`config.mk`:
```
export PLATFORM = sky130hd
export DESIGN_NAME = fsr_regs
export DESIGN_NICKNAME = d
export VERILOG_FILES = /design/src/rtl/fsr_pkg.sv /design/src/rtl/fsr_regs.sv
export SDC_FILE = /design/constraint.sdc
export NUM_CORES = 1
export LEC_CHECK = 0
export BUFFER_PORTS_ARGS = -buffer_cell sky130_fd_sc_hd__buf_2
export CORE_UTILIZATION = 30
export DETAILED_ROUTE_END_ITERATION = 16
export PLACE_DENSITY_LB_ADDON = 0.3
export SLEW_MARGIN = 15
export SYNTH_ARGS = -nofsm -noshare
export SYNTH_HDL_FRONTEND = slang
export SYNTH_SLANG_ARGS = --single-unit
```
`constraint.sdc`:
```
create_clock -name clk_sys_in -period 1.4 [get_ports clk_sys_in]
set_clock_uncertainty 0.2 [all_clocks]
set_input_delay 0.07 -clock clk_sys_in [delete_from_list [all_inputs] [get_ports clk_sys_in]]
set_output_delay 0.07 -clock clk_sys_in [all_outputs]
set_load 0.01 [all_outputs]
```
`src/rtl/fsr_pkg.sv`:
```
// Package: register map, field positions and carrier types for the floppy status/output bank
package fsr_pkg;
  localparam int unsigned FSR_ADDR_W = 2;
  // Register indices; byte address is four times the index
  localparam logic [1:0] FSR_IDX_MON_A = 2'h0;
  localparam logic [1:0] FSR_IDX_MON_B = 2'h1;
  localparam logic [1:0] FSR_IDX_DRV_CTL = 2'h2;
  // Drive control field positions
  localparam int unsigned FSR_DC_MOTOR_A = 4;
  localparam int unsigned FSR_DC_DMA_INT_EN = 3;
  localparam int unsigned FSR_DC_HOLD_N = 2;
  localparam int unsigned FSR_DC_SEL_HI = 1;
  localparam int unsigned FSR_DC_SEL_LO = 0;
  localparam logic [7:0] FSR_DC_RESET = 8'h00;
  localparam logic [1:0] FSR_SEL_DRIVE_A = 2'h0;
  // Reset images of the monitor registers, per layout
  localparam logic [7:0] FSR_MON_A_RST_L1 = 8'h16;
  localparam logic [7:0] FSR_MON_A_RST_L2 = 8'h00;
  localparam logic [7:0] FSR_MON_B_RST_L1 = 8'hC0;
  localparam logic [7:0] FSR_MON_B_RST_L2 = 8'h63;
  localparam logic [31:0] FSR_UNMAPPED_DATA = 32'h0000_0000;

  // Drive-side pins, as seen by the bank
  typedef struct packed {
    logic step_n;
    logic outer_cylinder_n;
    logic side_n;
    logic index_n;
    logic write_protect_n;
    logic dir;
    logic write_bit_stream_n;
    logic read_bit_stream_n;
    logic write_gate_n;
    logic floppy_irq;
    logic dma_req;
  } fsr_pins_t;

  // Controls driven out of the drive control register
  typedef struct packed {
    logic motor_a_drive_n;
    logic drive_a_select_out_n;
    logic dma_int_en;
    logic controller_hold_n;
    logic [1:0] unit_pick;
  } fsr_ctl_t;
endpackage

```
`src/rtl/fsr_regs.sv`:
```
// Floppy pin-monitor status registers and write-only drive control register on Avalon-MM
//
// Our own choice: the Avalon-MM interface to the registers.
module fsr_regs
  import fsr_pkg::*;
(
  input wire logic clk_sys_in,
  input wire logic reset_n_in,
  input wire logic layout_two_in,
  input wire fsr_pins_t pins_in,
  input wire logic [FSR_ADDR_W-1:0] avs_address_in,
  input wire logic avs_read_in,
  input wire logic avs_write_in,
  input wire logic [31:0] avs_writedata_in,
  input wire logic [3:0] avs_byteenable_in,
  output logic [31:0] avs_readdata_out,
  output logic avs_waitrequest_out,
  output fsr_ctl_t ctl_out,
  output logic irq_gated_out,
  output logic dma_req_gated_out
);

  typedef enum logic [1:0] {
    FSR_IDLE = 2'b01,
    FSR_DONE = 2'b10
  } fsr_state_t;

  ////////////////////////////////////////////////////////////////////////////
  // Pin synchronisers: drive-side signals are asynchronous to the bus clock
  fsr_pins_t sync1_reg;
  fsr_pins_t sync2_reg;
  fsr_pins_t prev_reg;
  logic layout_s1_reg;
  logic layout_reg;

  always_ff @(posedge clk_sys_in)
  begin
    sync1_reg <= pins_in;
    sync2_reg <= sync1_reg;
    prev_reg <= sync2_reg;
    layout_s1_reg <= layout_two_in;
    layout_reg <= layout_s1_reg;
  end

  wire fsr_pins_t p = sync2_reg;
  wire wr_rise = p.write_bit_stream_n & ~prev_reg.write_bit_stream_n;
  wire rd_rise = p.read_bit_stream_n & ~prev_reg.read_bit_stream_n;

  ////////////////////////////////////////////////////////////////////////////
  // Bus handshake: one wait cycle, answer on the second edge
  fsr_state_t state_reg;
  fsr_state_t state_next;
  wire req = avs_read_in | avs_write_in;
  wire take = (state_reg == FSR_DONE);

  always_comb
  begin
    case (state_reg)
      FSR_IDLE: state_next = req ? FSR_DONE : FSR_IDLE;
      FSR_DONE: state_next = FSR_IDLE;
      default: state_next = FSR_IDLE;
    endcase
  end

  always_ff @(posedge clk_sys_in)
  begin
    if (!reset_n_in)
      state_reg <= FSR_IDLE;
    else
      state_reg <= state_next;
  end

  ////////////////////////////////////////////////////////////////////////////
  // Drive control register and latches
  logic [7:0] dc_reg;
  logic wtog_reg;
  logic rtog_reg;
  logic wlat_reg;
  logic rlat_reg;
  logic glat_reg;
  logic slat_reg;
  wire dc_wr = take & avs_write_in & avs_byteenable_in[0] & (avs_address_in == FSR_IDX_DRV_CTL);

  always_ff @(posedge clk_sys_in)
  begin
    if (!reset_n_in)
    begin
      dc_reg <= FSR_DC_RESET;
      wtog_reg <= 1'b0;
      rtog_reg <= 1'b0;
      wlat_reg <= 1'b0;
      rlat_reg <= 1'b0;
      glat_reg <= 1'b0;
      slat_reg <= 1'b0;
    end
    else
    begin
      if (dc_wr)
        dc_reg <= avs_writedata_in[7:0];
      if (wr_rise)
      begin
        wtog_reg <= ~wtog_reg;
        wlat_reg <= ~p.write_bit_stream_n;
      end
      if (rd_rise)
        rtog_reg <= ~rtog_reg;
      // Latched copies sample on each pulse of their own signal
      rlat_reg <= rd_rise ? 1'b1 : rlat_reg;
      glat_reg <= ~p.write_gate_n ? 1'b1 : (dc_wr ? 1'b0 : glat_reg);
      // Set while the pulse is active, so a pulse under a clearing write is kept
      slat_reg <= ~p.step_n ? 1'b1 : (dc_wr ? 1'b0 : slat_reg);
    end
  end

  ////////////////////////////////////////////////////////////////////////////
  // Outputs to the drive and host
  wire hold_n = dc_reg[FSR_DC_HOLD_N];
  wire reqs_en = dc_reg[FSR_DC_DMA_INT_EN] & hold_n;
  wire sel_a = (dc_reg[FSR_DC_SEL_HI:FSR_DC_SEL_LO] == FSR_SEL_DRIVE_A);

  always_ff @(posedge clk_sys_in)
  begin
    if (!reset_n_in)
    begin
      ctl_out <= '{motor_a_drive_n: 1'b1, drive_a_select_out_n: 1'b1, dma_int_en: 1'b0,
                   controller_hold_n: 1'b0, unit_pick: 2'h0};
      irq_gated_out <= 1'b0;
      dma_req_gated_out <= 1'b0;
    end
    else
    begin
      ctl_out.motor_a_drive_n <= ~dc_reg[FSR_DC_MOTOR_A];
      ctl_out.drive_a_select_out_n <= ~(sel_a & hold_n);
      ctl_out.dma_int_en <= dc_reg[FSR_DC_DMA_INT_EN];
      ctl_out.controller_hold_n <= hold_n;
      ctl_out.unit_pick <= dc_reg[FSR_DC_SEL_HI:FSR_DC_SEL_LO];
      irq_gated_out <= p.floppy_irq & reqs_en;
      dma_req_gated_out <= p.dma_req & reqs_en;
    end
  end

  ////////////////////////////////////////////////////////////////////////////
  // Monitor images
  wire [7:0] mon_a_l1 = {p.floppy_irq, 1'b0, ~p.step_n, p.outer_cylinder_n, ~p.side_n,
                         p.index_n, p.write_protect_n, p.dir};
  wire [7:0] mon_a_l2 = {p.floppy_irq, p.dma_req, slat_reg, ~p.outer_cylinder_n, p.side_n,
                         ~p.index_n, ~p.write_protect_n, ~p.dir};
  wire [7:0] mon_b_l1 = {2'b11, dc_reg[FSR_DC_SEL_LO], wtog_reg, rtog_reg, p.write_gate_n ? 1'b0 : 1'b1,
                         1'b0, dc_reg[FSR_DC_MOTOR_A]};
  wire [7:0] mon_b_l2 = {2'b01, ctl_out.drive_a_select_out_n, wlat_reg, rlat_reg, glat_reg,
                         2'b11};
  wire [7:0] mon_a = layout_reg ? mon_a_l2 : mon_a_l1;
  wire [7:0] mon_b = layout_reg ? mon_b_l2 : mon_b_l1;
  wire [31:0] rd_word = (avs_address_in == FSR_IDX_MON_A) ? {24'h000000, mon_a} :
                        (avs_address_in == FSR_IDX_MON_B) ? {24'h000000, mon_b} :
                        (avs_address_in == FSR_IDX_DRV_CTL) ? {24'h000000, mon_b} :
                        FSR_UNMAPPED_DATA;

  always_ff @(posedge clk_sys_in)
  begin
    if (!reset_n_in)
    begin
      avs_readdata_out <= FSR_UNMAPPED_DATA;
      avs_waitrequest_out <= 1'b1;
    end
    else
    begin
      avs_waitrequest_out <= ~(state_next == FSR_DONE);
      if (req && state_reg == FSR_IDLE)
        avs_readdata_out <= rd_word;
    end
  end

  ////////////////////////////////////////////////////////////////////////////
  // Checks
  wr_only_a: assert property (@(posedge clk_sys_in) disable iff (!reset_n_in)
    dc_wr |=> ##1 ctl_out.motor_a_drive_n == ~$past(avs_writedata_in[FSR_DC_MOTOR_A], 2))
    else $error("motor output does not follow control write");
  req_gate_a: assert property (@(posedge clk_sys_in) disable iff (!reset_n_in)
    !dc_reg[FSR_DC_DMA_INT_EN] |=> !irq_gated_out && !dma_req_gated_out)
    else $error("requests escape while disabled");
  hold_rst_a: assert property (@(posedge clk_sys_in) disable iff (!reset_n_in)
    !dc_reg[FSR_DC_HOLD_N] |=> !ctl_out.controller_hold_n)
    else $error("controller not held in reset");
  wtog_edge_a: assert property (@(posedge clk_sys_in) disable iff (!reset_n_in)
    wr_rise |=> wtog_reg != $past(wtog_reg))
    else $error("write toggle missed an edge");
  a_rsvd_a: assert property (@(posedge clk_sys_in) disable iff (!reset_n_in)
    !layout_reg |-> mon_a[6] == 1'b0)
    else $error("reserved bit set");
  b_rsvd_a: assert property (@(posedge clk_sys_in) disable iff (!reset_n_in)
    !layout_reg |-> mon_b[7:6] == 2'b11 && mon_b[5] == dc_reg[FSR_DC_SEL_LO])
    else $error("monitor B layout one wrong");
  irq_bit_a: assert property (@(posedge clk_sys_in) disable iff (!reset_n_in)
    mon_a[7] == p.floppy_irq)
    else $error("interrupt bit wrong");
  side_bit_a: assert property (@(posedge clk_sys_in) disable iff (!reset_n_in)
    layout_reg |-> mon_a[3] == p.side_n)
    else $error("side bit wrong");
  bus_ans_a: assert property (@(posedge clk_sys_in) disable iff (!reset_n_in)
    (req && state_reg == FSR_IDLE) |=> !avs_waitrequest_out)
    else $error("no answer in one cycle");

  ////////////////////////////////////////////////////////////////////////////
  // Per-bit layout checks, control path checks and bus handshake checks

  step_l1_a: assert property (@(posedge clk_sys_in) disable iff (!reset_n_in)
    !layout_reg |-> mon_a[5] == ~p.step_n)
    else $error("step bit wrong in layout one");

  cyl_l1_a: assert property (@(posedge clk_sys_in) disable iff (!reset_n_in)
    !layout_reg |-> mon_a[4] == p.outer_cylinder_n)
    else $error("cylinder bit wrong in layout one");

  mark_l1_a: assert property (@(posedge clk_sys_in) disable iff (!reset_n_in)
    !layout_reg |-> mon_a[2] == p.index_n)
    else $error("marker bit wrong in layout one");

  side_l1_a: assert property (@(posedge clk_sys_in) disable iff (!reset_n_in)
    !layout_reg |-> mon_a[3] == ~p.side_n)
    else $error("side bit wrong in layout one");

  wp_l1_a: assert property (@(posedge clk_sys_in) disable iff (!reset_n_in)
    !layout_reg |-> mon_a[1] == p.write_protect_n)
    else $error("protect bit wrong in layout one");

  dir_l1_a: assert property (@(posedge clk_sys_in) disable iff (!reset_n_in)
    !layout_reg |-> mon_a[0] == p.dir)
    else $error("direction bit wrong in layout one");

  drq_l2_a: assert property (@(posedge clk_sys_in) disable iff (!reset_n_in)
    layout_reg |-> mon_a[6] == p.dma_req)
    else $error("dma bit wrong in layout two");

  step_set_a: assert property (@(posedge clk_sys_in) disable iff (!reset_n_in)
    !p.step_n |=> slat_reg)
    else $error("step latch missed a pulse");

  step_clr_a: assert property (@(posedge clk_sys_in) disable iff (!reset_n_in)
    dc_wr && p.step_n |=> !slat_reg)
    else $error("step latch not cleared");

  step_l2_a: assert property (@(posedge clk_sys_in) disable iff (!reset_n_in)
    layout_reg |-> mon_a[5] == slat_reg)
    else $error("step bit wrong in layout two");

  cyl_l2_a: assert property (@(posedge clk_sys_in) disable iff (!reset_n_in)
    layout_reg |-> mon_a[4] == ~p.outer_cylinder_n)
    else $error("cylinder bit wrong in layout two");

  mark_l2_a: assert property (@(posedge clk_sys_in) disable iff (!reset_n_in)
    layout_reg |-> mon_a[2] == ~p.index_n)
    else $error("marker bit wrong in layout two");

  wp_l2_a: assert property (@(posedge clk_sys_in) disable iff (!reset_n_in)
    layout_reg |-> mon_a[1] == ~p.write_protect_n)
    else $error("protect bit wrong in layout two");

  dir_l2_a: assert property (@(posedge clk_sys_in) disable iff (!reset_n_in)
    layout_reg |-> mon_a[0] == ~p.dir)
    else $error("direction bit wrong in layout two");

  wtog_l1_a: assert property (@(posedge clk_sys_in) disable iff (!reset_n_in)
    !layout_reg |-> mon_b[4] == wtog_reg)
    else $error("write toggle not shown");

  rtog_edge_a: assert property (@(posedge clk_sys_in) disable iff (!reset_n_in)
    rd_rise |=> rtog_reg != $past(rtog_reg))
    else $error("read toggle missed an edge");

  rtog_l1_a: assert property (@(posedge clk_sys_in) disable iff (!reset_n_in)
    !layout_reg |-> mon_b[3] == rtog_reg)
    else $error("read toggle not shown");

  gate_l1_a: assert property (@(posedge clk_sys_in) disable iff (!reset_n_in)
    !layout_reg |-> mon_b[2] == ~p.write_gate_n)
    else $error("gate bit wrong in layout one");

  mot_l1_a: assert property (@(posedge clk_sys_in) disable iff (!reset_n_in)
    !layout_reg |-> mon_b[0] == dc_reg[FSR_DC_MOTOR_A] && mon_b[1] == 1'b0)
    else $error("motor bit wrong in layout one");

  dsel_l2_a: assert property (@(posedge clk_sys_in) disable iff (!reset_n_in)
    layout_reg |-> mon_b[5] == ctl_out.drive_a_select_out_n)
    else $error("select bit wrong in layout two");

  rsvd_l2_a: assert property (@(posedge clk_sys_in) disable iff (!reset_n_in)
    layout_reg |-> mon_b[7:6] == 2'b01 && mon_b[1:0] == 2'b11)
    else $error("reserved bits wrong in layout two");

  wlat_l2_a: assert property (@(posedge clk_sys_in) disable iff (!reset_n_in)
    layout_reg |-> mon_b[4] == wlat_reg)
    else $error("write latch not shown");

  wlat_cap_a: assert property (@(posedge clk_sys_in) disable iff (!reset_n_in)
    wr_rise |=> !wlat_reg)
    else $error("write latch capture wrong");

  rlat_set_a: assert property (@(posedge clk_sys_in) disable iff (!reset_n_in)
    rd_rise |=> rlat_reg)
    else $error("read latch missed an edge");

  glat_set_a: assert property (@(posedge clk_sys_in) disable iff (!reset_n_in)
    !p.write_gate_n |=> glat_reg)
    else $error("gate latch missed activity");

  latch_l2_a: assert property (@(posedge clk_sys_in) disable iff (!reset_n_in)
    layout_reg |-> mon_b[3:2] == {rlat_reg, glat_reg})
    else $error("latched bits not shown");

  dc_load_a: assert property (@(posedge clk_sys_in) disable iff (!reset_n_in)
    dc_wr |=> dc_reg == $past(avs_writedata_in[7:0]))
    else $error("control write not stored");

  dc_keep_a: assert property (@(posedge clk_sys_in) disable iff (!reset_n_in)
    !dc_wr |=> $stable(dc_reg))
    else $error("control register changed without a write");

  motor_out_a: assert property (@(posedge clk_sys_in) disable iff (!reset_n_in)
    1'b1 |=> ctl_out.motor_a_drive_n == ~$past(dc_reg[FSR_DC_MOTOR_A]))
    else $error("motor output wrong");

  en_out_a: assert property (@(posedge clk_sys_in) disable iff (!reset_n_in)
    1'b1 |=> ctl_out.dma_int_en == $past(dc_reg[FSR_DC_DMA_INT_EN]))
    else $error("enable output wrong");

  irq_on_a: assert property (@(posedge clk_sys_in) disable iff (!reset_n_in)
    dc_reg[FSR_DC_DMA_INT_EN] && dc_reg[FSR_DC_HOLD_N] |=> irq_gated_out == $past(p.floppy_irq))
    else $error("interrupt not passed while enabled");

  dma_on_a: assert property (@(posedge clk_sys_in) disable iff (!reset_n_in)
    dc_reg[FSR_DC_DMA_INT_EN] && dc_reg[FSR_DC_HOLD_N] |=> dma_req_gated_out == $past(p.dma_req))
    else $error("dma request not passed while enabled");

  hold_rel_a: assert property (@(posedge clk_sys_in) disable iff (!reset_n_in)
    dc_reg[FSR_DC_HOLD_N] |=> ctl_out.controller_hold_n)
    else $error("controller not released");

  pick_out_a: assert property (@(posedge clk_sys_in) disable iff (!reset_n_in)
    1'b1 |=> ctl_out.unit_pick == $past(dc_reg[FSR_DC_SEL_HI:FSR_DC_SEL_LO]))
    else $error("drive pick output wrong");

  sel_on_a: assert property (@(posedge clk_sys_in) disable iff (!reset_n_in)
    sel_a && dc_reg[FSR_DC_HOLD_N] |=> !ctl_out.drive_a_select_out_n)
    else $error("drive A not selected");

  sel_rsvd_a: assert property (@(posedge clk_sys_in) disable iff (!reset_n_in)
    !sel_a |=> ctl_out.drive_a_select_out_n)
    else $error("drive A selected by reserved code");

  ctl_rd_a: assert property (@(posedge clk_sys_in) disable iff (!reset_n_in)
    avs_address_in == FSR_IDX_DRV_CTL |-> rd_word[7:0] == mon_b && rd_word[31:8] == 24'h000000)
    else $error("control offset read wrong");

  wait_rel_a: assert property (@(posedge clk_sys_in) disable iff (!reset_n_in)
    !avs_waitrequest_out |=> avs_waitrequest_out)
    else $error("waitrequest low for more than one cycle");

  rd_cap_a: assert property (@(posedge clk_sys_in) disable iff (!reset_n_in)
    (req && state_reg == FSR_IDLE) |=> avs_readdata_out == $past(rd_word))
    else $error("read data not captured");

endmodule // fsr_regs
```
==> Flow_metrics.wiki <==
{| class="wikitable"
! Metric !! Value
|-
| Total count of max-transition violations in the final report || 0
|-
| Cell Area, Placed || 2160 um^2
|-
| Initial core utilization || 31.8%
|-
| Die Width || 81.9 um
|-
| Layout overhead on the synthesized area || 29.8%
|-
| Avg Vias per Cell || 4.06
|-
| Upper clock frequency limit || 697 MHz
|-
| Average detailed-routed wire length per instance || 10.6 um
|-
| Fraction of layout cells with a size suffix above 1 || 33.2%
|-
| Data required time at the worst endpoint || 1440 ps
|-
| Total leakage power || 1.11 nW
|-
| Number of distinct library cells after synthesis || 34
|-
| Filler cells || 606
|-
| Power density of the placed cells || 1150 nW/um^2
|-
| Number of standard cells after synthesis || 169
|-
| Area fraction of the dominant cell type after synthesis || 57.4%
|-
| Global-route wire length before repair || 5130 um
|-
| Remaining Overflow, GRT || 0
|-
| # diodes || 0
|-
| RSZ-0062 raised after global routing || true
|-
| DR pass1 iterations || 4
|-
| Chip height || 81.9 um
|-
| Max-capacitance violation count || 0
|-
| Die outline area || 6710 um^2
|-
| Largest area contributor in the synthesized netlist || sky130_fd_sc_hd__dfxtp_1
|-
| GR met1 Demand/Resource || 14.4%
|-
| Result of the run || complete, but fails checks
|-
| Worst min-delay path category || in -> reg
|-
| Sequential element share of the synthesized area || 57.4%
|-
| Routing usage on met3 || 3.44%
|-
| Failing checks || setup timing
|-
| Footprint of the flip-flops and latches || 1100 um^2
|-
| Worst path arrival time || 1480 ps
|-
| Clock buffers created by TritonCTS || 5
|-
| Number of routed nets with antenna violations || 0
|-
| Maximum number of pins on one net before global-route repair || 19
|-
| Row cnt || 28
|-
| Root buffer selected by CTS || sky130_fd_sc_hd__clkbuf_8
|-
| Detailed placement HPWL || 2400 um
|-
| Core outline area || 6030 um^2
|-
| Commonest register cell after synthesis || sky130_fd_sc_hd__dfxtp_1
|-
| Final Critical Period || 1440 ps
|-
| DR vias || 1,270
|-
| Boundary pin count || 95
|-
| Hold Slack || 18.8 ps
|-
| Busiest layer in global routing || met2
|-
| Type of the worst setup path || reg -> reg
|-
| Combined area of all synthesized cells || 1920 um^2
|-
| Routability congestion estimate || 0.726
|-
| Nets || 294
|-
| Top cells by area in the synthesized netlist || sky130_fd_sc_hd__dfxtp_1 (57%), sky130_fd_sc_hd__buf_4 (9.4%), sky130_fd_sc_hd__o2bb2ai_1 (3.7%)
|-
| Critical path launch point type || flip-flop
|-
| Worst-path clk slew || 100 ps
|-
| Period Utilization, post-route || 103%
|-
| Average cell area after synthesis || 11.3 um^2
|-
| Quantity of I/O buffers inserted on ports || 40
|-
| Most frequent cell after synthesis || sky130_fd_sc_hd__dfxtp_1
|-
| Met2 layer usage reported by global route || 14.8%
|-
| Warnings from Yosys || 0
|-
| Flip-flop count of the largest register after layout || 11
|-
| CTS HTree Levels || 2
|-
| Clock sink total || 55
|-
| Endpoint kind of the worst setup timing path || flip-flop
|-
| Number of synthesized flops with an enable pin || 0
|-
| Clock latency at the later pin of the worst-skew pair || 300 ps
|-
| Endpoints failing hold || 0
|-
| Multi-input logic area || 708 um^2
|-
| Max clock buf depth || 2
|-
| Maximum net fanout on the critical path || 9
|-
| Synth top cells by count || sky130_fd_sc_hd__dfxtp_1 (55), sky130_fd_sc_hd__buf_4 (24), sky130_fd_sc_hd__o2bb2ai_1 (8)
|-
| Post-route worst setup slack || -35.2 ps
|-
| Post-detailed-routing wire length || 3310 um
|-
| #FFs+latches synth || 55
|-
| DRC violations left || 0
|-
| Final std cell area, no fill || 2490 um^2
|-
| Initial detailed-routing violation count || 36
|-
| Setup TNS Final || -216 ps
|-
| CTS tree || yes
|-
| Antenna violations before repair || 0
|-
| Largest vdd supply drop || 0.701 mV
|-
| Via count of the first global-routing pass || 1,127
|-
| Final-report setup violation count || 8
|-
| Total global routing track utilization || 10.5%
|-
| Share of async-settable or async-resettable flops after synthesis || 0%
|}
worst paths after layout:
check	slack [ps]	end	from	depth (start not counted)
setup / recovery	-40	avs_readdata_out[0]	avs_waitrequest_out	4
hold / removal	20	rlat_reg	reset_n_in	3
setup reg to reg	-40	avs_readdata_out[0]	avs_waitrequest_out	4
hold reg to reg	130	layout_reg	layout_s1_reg	0
layer usage:
| metal | part of all wire (%) | wire length (um) |
|---|---|---|
| met1 | 50 | 1660 |
| met3 | 6.4 | 210 |
| met5 | 0 | 0 |
| met2 | 43 | 1410 |
| met4 | 0.85 | 28 |
placed cells by master (no fill, tap or decap), types with 6 or more instances in the layout:
cell type and n:
sky130_fd_sc_hd__o2bb2ai_2 7, sky130_fd_sc_hd__dfxtp_1 53, sky130_fd_sc_hd__buf_4 10, sky130_fd_sc_hd__conb_1 24, sky130_fd_sc_hd__a21boi_0 6, sky130_fd_sc_hd__buf_2 40
sky130_fd_sc_hd__dlygate4sd3_1 18
worst max-delay path, cell delays in order, from the launching register on:
cell	delay, ps
sky130_fd_sc_hd__dfxtp_2	350
sky130_fd_sc_hd__inv_2	40
sky130_fd_sc_hd__or4b_4	520
sky130_fd_sc_hd__buf_8	160
sky130_fd_sc_hd__o2bb2ai_2	110
area by class of cell:
cell class	count	share of cell area [%]
clock buffers	5	2.77
repair buffers	69	18.9
inverters	5	0.755
flip-flops and latches	55	44.4
well taps	75	3.77
multi-input cells	101	28.5
clock inverters	3	0.956
logic make-up (layout without fill, tap and decap cells):
kind of cell / count (synthesis) / in the layout / share of synthesized area [%]
buf+inv: 36 / 82 / 12.6
compound gates: 33 / 33 / 12.9
fa+ha+maj: 3 / 3 / 1.96
other cells: 1 / 24 / 0.196
flops: 55 / 55 / 57.4
simple gates: 30 / 30 / 9.40
xor+xnor: 7 / 7 / 3.20
mux: 4 / 4 / 2.35
power by group:
| group | switching, W | internal, W |
|---|---|---|
| clock | 0.000505 | 0.000362 |
| combinational | 0.000156 | 0.000168 |
| sequential | 0.0000347 | 0.00164 |
repair_timing:
action,4_1_cts,5_1_grt
hold buffers,18,0
gates resized for setup,3,13
endpoints found under the hold margin,18,0
endpoints found under the setup margin,9,13
setup buffers,0,0
through the flow:
step / power, W / setup slack [ps] / instances / util, %
3_5_place_dp: 0.00197 / -68.5 / 287 / 35.8
4_1_cts: 0.00288 / -44.0 / 313 / 40.5
3_3_place_gp: 0.00197 / -60.6 / 287 / 35.8
6_report: 0.00286 / -35.2 / 313 / 41.3
2_1_floorplan: 0.00191 / -7.03 / 192 / -
5_1_grt: 0.00303 / -96.5 / 313 / 41.3
(Power assumes the default switching activity.)
